`src/ats_params.svh`:
```
/*
  constants for the aided trip scheme logic: timing figures and tick derivation.
  assumes inclusion by bare name from the timer and trip logic modules.
*/
`ifndef ATS_PARAMS_SVH
`define ATS_PARAMS_SVH

// ------------------------------------------------------------
// clock and millisecond tick
// ------------------------------------------------------------
`define ATS_CLK_PERIOD_NS 40
`define ATS_TICK_PERIOD_NS 1000000
`define ATS_TICK_CYCLES (`ATS_TICK_PERIOD_NS / `ATS_CLK_PERIOD_NS)

// ------------------------------------------------------------
// unblocking and alarm timing, in milliseconds
// ------------------------------------------------------------
`define ATS_UNBLOCK_START_MS 16'h000A
`define ATS_UNBLOCK_LEN_MS 16'h0096
`define ATS_ALARM_PICKUP_MS 16'h0096

// ------------------------------------------------------------
// timer reset and saturation values
// ------------------------------------------------------------
`define ATS_MS_COUNT_RST 16'h0000
`define ATS_MS_COUNT_MAX 16'hFFFF

`endif

```
`src/ats_pkg.sv`:
```
/*
  types shared by the aided trip scheme logic and its millisecond timer.
  assumes ats_params.svh is compiled with it.
*/
`default_nettype none

package ats_pkg;

  // scheme mode selection
  typedef enum logic [1:0] {
    ATS_MODE_OFF,
    ATS_MODE_UNDERREACH,
    ATS_MODE_POR
  } ats_mode_e;

  // local distance zone detector pickups
  typedef struct packed {
    logic z1;
    logic z2;
    logic z3;
    logic z4;
  } ats_zone_s;

  // per-phase flags: undervoltage pickups and trip commands
  typedef struct packed {
    logic a;
    logic b;
    logic c;
  } ats_phase_s;

  // option enables
  typedef struct packed {
    logic unblock_en;
    logic weak_infeed_echo_en;
    logic weak_infeed_trip_en;
    logic single_pole_en;
    logic extend_on_channel_fail_en;
  } ats_cfg_s;

  // timer state
  typedef struct packed {
    logic [15:0] count;
  } ats_tmr_s;

  // top-level state
  typedef struct packed {
    logic [14:0] tick_cnt;
    logic ms_tick;
    logic signal_send;
    logic aided_trip;
    ats_phase_s wi_trip;
    logic channel_alarm;
    logic extended_first_zone_invoke;
    logic reverse_fault;
  } ats_state_s;

endpackage

`default_nettype wire

```
`src/ats_ms_timer.sv`:
```
/*
  millisecond run timer: counts ticks while its run input is high.
  assumes a one-cycle ms_tick pulse from the owner's clock domain.
*/
`include "ats_params.svh"
`default_nettype none

module ats_ms_timer (
  input wire logic clk_sys,
  input wire logic rst_n,
  input wire logic ms_tick,
  input wire logic run,
  output logic [15:0] elapsed_ms
);

  // ------------------------------------------------------------
  // state
  // ------------------------------------------------------------
  ats_pkg::ats_tmr_s state_ff; // registered count
  ats_pkg::ats_tmr_s nxt_state; // next count

  // clear on drop of run so every pickup restarts from zero; saturates
  always_comb begin
    nxt_state = state_ff;
    if (!run) begin
      nxt_state.count = `ATS_MS_COUNT_RST;
    end else if (ms_tick && state_ff.count != `ATS_MS_COUNT_MAX) begin
      nxt_state.count = state_ff.count + 16'h0001;
    end
  end

  // register
  always_ff @(posedge clk_sys or negedge rst_n) begin
    if (!rst_n) begin
      state_ff.count <= `ATS_MS_COUNT_RST;
    end else begin
      state_ff <= nxt_state;
    end
  end

  assign elapsed_ms = state_ff.count;

endmodule

`default_nettype wire

```
`src/ats_trip_logic.sv`:
```
/*
  aided trip scheme logic for one line end: signal send, permissive trip,
  weak infeed echo and trip, loss-of-guard unblocking and channel alarm.
  assumes all inputs synchronous to clk_sys; basic stepped distance tripping
  lives elsewhere and is never gated here.
// Overview of operation
// - underreach mode: zone 1 keys send
// - zone 2 plus received gives instant trip
// - overreach mode: zone 2 keys send
// - channel failure leaves basic tripping untouched
// - zone 4 flags reverse fault for guard/echo
// - echo and weak trip independently enabled
// - echo: received with no zone keys send
// - weak trip: no zone, undervoltage, received
// - weak trip waits configured delay
// - single pole trips faulted phase else three
// - both asserted permit; neither permits nothing
// - guard loss alone: window 10ms..160ms
// - disagreement alarms after 150ms; anomaly blocks
// - alarm invokes extended zone 1 if enabled
// - shared channel send and receive are ORed
*/
`include "ats_params.svh"
`default_nettype none

module ats_trip_logic #(
  parameter int TICK_CYCLES = `ATS_TICK_CYCLES
) (
  input wire logic clk_sys,
  input wire logic rst_n,
  input wire ats_pkg::ats_mode_e mode,
  input wire ats_pkg::ats_cfg_s cfg,
  input wire logic [15:0] weak_infeed_trip_delay,
  input wire ats_pkg::ats_zone_s zone,
  input wire ats_pkg::ats_phase_s uv,
  input wire logic channel_receive,
  input wire logic loss_of_guard,
  input wire logic aux_send_req,
  input wire logic aux_channel_receive,
  output logic signal_send,
  output logic aided_trip,
  output ats_pkg::ats_phase_s wi_trip,
  output logic channel_alarm,
  output logic extended_first_zone_invoke,
  output logic reverse_fault
);

  // ------------------------------------------------------------
  // helpers
  // ------------------------------------------------------------

  // true once a timer has run for at least lim milliseconds
  function automatic logic ms_reached(input logic [15:0] elapsed, input logic [15:0] lim);
    ms_reached = (elapsed >= lim);
  endfunction

  // ------------------------------------------------------------
  // state and timers
  // ------------------------------------------------------------
  ats_pkg::ats_state_s state_ff; // all registered state
  ats_pkg::ats_state_s nxt_state; // next state
  logic [15:0] guard_ms; // time since guard loss
  logic [15:0] alarm_ms; // time of receive/guard disagreement
  logic [15:0] wi_ms; // time weak trip condition held
  logic is_underreach; // underreach mode selected
  logic is_por; // overreach mode selected
  logic any_zone; // any distance zone picked up
  logic mismatch; // receive and guard loss disagree
  logic unblock_win; // unblock window open
  logic rx_eff; // effective channel received
  logic wi_cond; // weak trip start condition

  // guard loss timer drives the unblock window
  ats_ms_timer u_guard_tmr (
    .clk_sys(clk_sys),
    .rst_n(rst_n),
    .ms_tick(state_ff.ms_tick),
    .run(cfg.unblock_en && loss_of_guard),
    .elapsed_ms(guard_ms)
  );

  // alarm pickup timer
  ats_ms_timer u_alarm_tmr (
    .clk_sys(clk_sys),
    .rst_n(rst_n),
    .ms_tick(state_ff.ms_tick),
    .run(mismatch),
    .elapsed_ms(alarm_ms)
  );

  // weak infeed trip delay timer
  ats_ms_timer u_wi_tmr (
    .clk_sys(clk_sys),
    .rst_n(rst_n),
    .ms_tick(state_ff.ms_tick),
    .run(wi_cond),
    .elapsed_ms(wi_ms)
  );

  // ------------------------------------------------------------
  // receive path
  // ------------------------------------------------------------

  // decode of channel receive, guard loss and shared channel
  always_comb begin
    is_underreach = (mode == ats_pkg::ATS_MODE_UNDERREACH);
    is_por = (mode == ats_pkg::ATS_MODE_POR);
    any_zone = zone.z1 | zone.z2 | zone.z3 | zone.z4;
    // the other scheme's channel has no guard, so only the primary disagrees
    mismatch = cfg.unblock_en && (channel_receive ^ loss_of_guard);
    // window opens after the equipment's frequency shift time
    unblock_win = ms_reached(guard_ms, `ATS_UNBLOCK_START_MS) &&
                  !ms_reached(guard_ms, `ATS_UNBLOCK_START_MS + `ATS_UNBLOCK_LEN_MS);
    if (cfg.unblock_en) begin
      // both: permit; neither: nothing; received without loss: blocked
      rx_eff = (channel_receive && loss_of_guard) || (!channel_receive && loss_of_guard && unblock_win);
    end else begin
      // plain receive input relied on as driven by the channel gear
      rx_eff = channel_receive;
    end
    rx_eff = rx_eff | aux_channel_receive;
    // weak trip only alongside overreach, echo-style conditions
    wi_cond = is_por && cfg.weak_infeed_trip_en && !any_zone && (|uv) && rx_eff;
  end

  // ------------------------------------------------------------
  // next state
  // ------------------------------------------------------------
  always_comb begin
    nxt_state = state_ff;
    // tick divider, one pulse each millisecond
    if (state_ff.tick_cnt == 15'(TICK_CYCLES - 1)) begin
      nxt_state.tick_cnt = 15'h0000;
      nxt_state.ms_tick = 1'b1;
    end else begin
      nxt_state.tick_cnt = state_ff.tick_cnt + 15'h0001;
      nxt_state.ms_tick = 1'b0;
    end

    // reverse fault indication feeds guard and echo
    nxt_state.reverse_fault = is_por && zone.z4;

    // send keying
    nxt_state.signal_send = aux_send_req;
    if (is_underreach && zone.z1) begin
      nxt_state.signal_send = 1'b1;
    end
    // reverse fault inhibits overreach send as a simple guard
    if (is_por && zone.z2 && !zone.z4) begin
      nxt_state.signal_send = 1'b1;
    end
    if (is_por && cfg.weak_infeed_echo_en && !any_zone && rx_eff) begin
      nxt_state.signal_send = 1'b1;
    end

    // aided trip, no intentional delay; basic zone tripping is separate
    nxt_state.aided_trip = (is_underreach || (is_por && !zone.z4)) && zone.z2 && rx_eff;

    // weak infeed trip after the set delay
    if (wi_cond && ms_reached(wi_ms, weak_infeed_trip_delay)) begin
      if (cfg.single_pole_en) begin
        nxt_state.wi_trip = uv;
      end else begin
        nxt_state.wi_trip = 3'b111;
      end
    end else begin
      nxt_state.wi_trip = 3'b000;
    end

    // channel alarm after pickup delay, drops as soon as inputs agree
    nxt_state.channel_alarm = mismatch && ms_reached(alarm_ms, `ATS_ALARM_PICKUP_MS);
    nxt_state.extended_first_zone_invoke = state_ff.channel_alarm && cfg.extend_on_channel_fail_en;
  end

  // ------------------------------------------------------------
  // register
  // ------------------------------------------------------------
  always_ff @(posedge clk_sys or negedge rst_n) begin
    if (!rst_n) begin
      state_ff <= '0;
    end else begin
      state_ff <= nxt_state;
    end
  end

  // outputs straight from flip-flops
  assign signal_send = state_ff.signal_send;
  assign aided_trip = state_ff.aided_trip;
  assign wi_trip = state_ff.wi_trip;
  assign channel_alarm = state_ff.channel_alarm;
  assign extended_first_zone_invoke = state_ff.extended_first_zone_invoke;
  assign reverse_fault = state_ff.reverse_fault;
endmodule

`default_nettype wire

```
`config.mk`:
```
export PLATFORM = sky130hd
export DESIGN_NAME = ats_trip_logic
export DESIGN_NICKNAME = d
export VERILOG_FILES = /design/src/ats_pkg.sv /design/src/ats_ms_timer.sv /design/src/ats_trip_logic.sv
export VERILOG_INCLUDE_DIRS = /design/src
export SDC_FILE = /design/constraint.sdc
export NUM_CORES = 1
export LEC_CHECK = 0
export ABC_AREA = 1
export BUFFER_PORTS_ARGS = -buffer_cell sky130_fd_sc_hd__clkbuf_2
export CAP_MARGIN = 20
export CORE_AREA = 3 3 101 103
export DETAILED_ROUTE_END_ITERATION = 12
export DIE_AREA = 0 0 104 106
export PLACE_DENSITY = 0.67
export SLEW_MARGIN = 10
export SYNTH_ARGS = -nofsm -noshare
export SYNTH_HDL_FRONTEND = slang
export SYNTH_SLANG_ARGS = --single-unit
```
`constraint.sdc`:
```
create_clock -name clk_sys -period 2.55 [get_ports clk_sys]
set_input_delay 0.255 -clock clk_sys [delete_from_list [all_inputs] [get_ports clk_sys]]
set_output_delay 0.255 -clock clk_sys [all_outputs]
set_load 0.02 [all_outputs]
```
==> summary.md <==
| Metric | Value |
|---|---|
| NetSw | 0.550 mW |
| CTS tree | built |
| Post-Synth Adder-Cell Area | 0.0620 |
| Number of synthesized flops with an enable pin | 0 |
| # rows | 35 |
| Final ANT Viol Nets | 0 |
| Flop2flop setup slack | 0.56 ns |
| RR Endpoint | u_wi_tmr.elapsed_ms[6] |
| Mapped cell area | 0.00484 mm² |
| Drc violations | 0 |
| Sequential Power Share | 0.546 |
| Share of the synthesized area in the top cell type | 0.372 |
| Net Sw Frac | 0.262 |
| First-pass iteration count of the detailed router | 5 |
| Endpoints failing setup | 0 |
| P_int | 1.55 mW |
| Crit path kind | flip-flop to flip-flop |
| Failing checks | hold timing |
| Post-route minimum period | 1.99 ns |
| FILL cells | 899 |
| Die Span Y | 106 µm |
| Distinct cells, synth | 34 |
| Syn_nets | 716 |
| GRT Total Usage | 0.203 |
| Drt wl/cell | 12.7 µm |
| Run status | finished, violations left |
| Post-Synth XOR/XNOR Area | 0.0434 |
| Final hold violations | 1 |
| Core Footprint | 0.00928 mm² |
| Startpoint types | flip-flop |
| # resized after CTS | 0 |
| Final-stage net count | 763 |
| Sequential-to-total area share from yosys stat | 0.372 |
| Die width | 104 µm |
| Mux contribution to synthesized area | 0 |
| Die ar. | 0.0110 mm² |
| Req. time, crit path | 2.83 ns |
| Non-Filler Instances | 837 |
| Post-Synthesis Cells | 656 |
| Cell taking the most area after synthesis | dfrtp_1 |
| Synth Flop Type | dfrtp_1 |
| Period Utilization, post-route | 0.782 |
| Synth async-reset ratio | 1.00 |
| Initial antenna violation count | 0 |
| Reg2reg start | u_wi_tmr.elapsed_ms[0] |
| FMAX | 0.502 GHz |
| Post-Synth Simple-Gate Area | 0.351 |
| Worst Skew | 0.0104 ns |
| Synth Area per Inst | 7.38 µm² |
| Largest family of logic cells by synthesized area | simple AND/OR/NAND/NOR gates |
| Top cells by area, synth | dfrtp_1 (37%), nand2_1 (11%), inv_1 (7.4%) |
| Combinational share of power | 0.068 |
| Worst hold path class | primary input to asynchronous set/reset pin |
| Post-Place Cells | 821 |
| Fraction of layout cells with a size suffix above 1 | 0.155 |
| Relative slew slack | 0.400 |
| RSZ-0062 raised after global routing | no |
| LEAKAGE | 2.52 nW |
| CTS clock-pin slew for the worst setup and hold paths | 0.08 ns |
| Grt total ovfl | 0 |
| Vias per Instance | 5.12 |
| Clock Path Buffers | 2 |
| Sequential cell area | 0.00180 mm² |
| Register bit total from synthesis | 72 |
| Initial Util | 0.522 |
| Total clock sinks | 72 |
| Crit Path Max Fanout | 16 |
| Compound-Gate Fraction of Synth Area | 0.0775 |
| Finished Cell Area | 0.00534 mm² |
| Layout area overhead | 10.2% |
| Port bufs | 43 |
| Clock power frac | 0.386 |
| Vias in the first global route | 4,173 |
| Tot Pwr | 2.10 mW |
| H-tree Lvls | 3 |
| Post-DP HPWL | 8230 µm |
| Total CTS buffers | 9 |
| Worst setup EP type | flip-flop |
| CTS Hold Bufs | 0 |
| DP Worst Slack | 0.623 ns |
| Final hold slack | -0.00129 ns |
| Initial DRC Count | 171 |
| Post-route setup TNS | 0 ns |
| Area of the multi-input gates | 0.00259 mm² |
| Largest net degree at the start of global routing | 73 |
| PwrDens | 393 mW/mm² |
| Post-CTS setup buffers | 0 |
| Worst skew pair latency | 0.35 ns |
| Antenna fix cells | 0 |
| Post-Route WL | 10,600 µm |
| Max Cap Violations | 0 |
| Worst vdd ir | 0.237 mV |
| Vias | 4,286 |
| Slew Viols, Final | 0 |
| Post-route setup slack | 0.556 ns |
| First-pass GRT wire length | 18,700 µm |
| Final Core Density | 0.575 |
| Routability cong. | 0.888 |
| # IOs | 44 |
| Slew @ Worst Pin | 0.900 ns |
| Area after DPL | 0.00517 mm² |
| R2R cell count | 10 |
| CTS Root Cell | clkbuf_8 |
| Crit path DAT | 2.27 ns |
| Synth Warn # | 0 |
[kinds of logic (layout without fill, tap and decap cells)]
kind of cell,count (synthesis),count (layout)
compound gates,61,61
simple gates,362,362
buf+inv,113,165
fa+ha+maj,24,24
xor+xnor,24,24
flops,72,72
[placed cells by master, fill, tap and decap left out, types with 2 or more instances in the layout]
master,count
o21ai_2,11
inv_1,96
buf_4,3
clkbuf_1,3
nor3_4,2
xnor2_1,2
o31ai_1,5
ha_1,24
nand4_2,3
xor2_1,22
clkbuf_8,9
nand3_2,4
inv_2,7
nand2_1,145
o21bai_1,3
a21oi_1,19
nor4_1,6
clkbuf_2,42
nand2_2,3
nand2_4,3
nor2_2,7
nor3_2,11
nand4_1,20
nand3_1,47
nor2_1,91
dfrtp_1,72
o21ai_1,5
o21ai_0,14
nor3_1,19
a31oi_1,2
[synthesized netlist by cell type, drive strengths merged (2+ instances only)]
cell	n
o31ai	5
xor2	22
buf	8
a31oi	2
o21ai	30
a21oi	20
nor3	32
nor2	98
xnor2	2
o21bai	3
nor4	6
nand4	23
dfrtp	72
nand3	51
inv	103
nand2	151
ha	24
[registers in the layout, indices dropped and copies added, names as in the netlist]
name                        flops
channel_alarm                   1
state_ff                       16
reverse_fault                   1
extended_first_zone_invoke      1
u_guard_tmr.elapsed_ms         16
u_wi_tmr.elapsed_ms            16
signal_send                     1
aided_trip                      1
u_alarm_tmr.elapsed_ms         16
wi_trip                         3
[area by class of cell]
cell class              instances  area share
clock buffers                  12      0.0253
multi-input cells             471       0.485
inverters                     104      0.0731
repair buffers                 45      0.0436
clock inverters                 4     0.00562
flip-flops and latches         72       0.337
well taps                     129      0.0302
[per-layer routing]
metal,routed length [µm],GRT usage
met4,176,0.0722
met5,0,0
met1,4990,0.274
met2,5120,0.339
met3,363,0.0255
[worst max-delay path by stage]
stage | start | endpoint | slack (ns) | cells past startpoint
after floorplan | u_alarm_tmr.elapsed_ms[1] | u_alarm_tmr.elapsed_ms[15] | 0.98 | 9
after global placement | u_wi_tmr.elapsed_ms[0] | u_wi_tmr.elapsed_ms[6] | 0.68 | 10
after detailed placement | u_wi_tmr.elapsed_ms[0] | u_wi_tmr.elapsed_ms[6] | 0.62 | 10
after CTS | u_wi_tmr.elapsed_ms[0] | u_wi_tmr.elapsed_ms[6] | 0.59 | 10
after global routing | u_wi_tmr.elapsed_ms[0] | u_wi_tmr.elapsed_ms[6] | 0.38 | 10
final | u_wi_tmr.elapsed_ms[0] | u_wi_tmr.elapsed_ms[6] | 0.56 | 10
[power by group through the flow]
stage | Clock (mW) | Combinational (mW) | Sequential [mW]
after floorplan | 0 | 0.0698 | 1.17
after global placement | 0 | 0.143 | 1.17
after detailed placement | 0 | 0.146 | 1.17
after CTS | 0.825 | 0.147 | 1.14
after global routing | 0.871 | 0.164 | 1.14
final | 0.809 | 0.142 | 1.14
[worst max-delay path, stage by stage (launching register included)]
cell and delay, ns:
dfrtp_1 0.42, ha_1 0.22, inv_1 0.07, nor2_1 0.06, nand2_1 0.09, nor2_1 0.06, nor2_2 0.48, nand2_1 0.19
o21ai_0 0.19, inv_1 0.06, nor2_1 0.10
No activity file was read; power rests on OpenSTA's default activity.
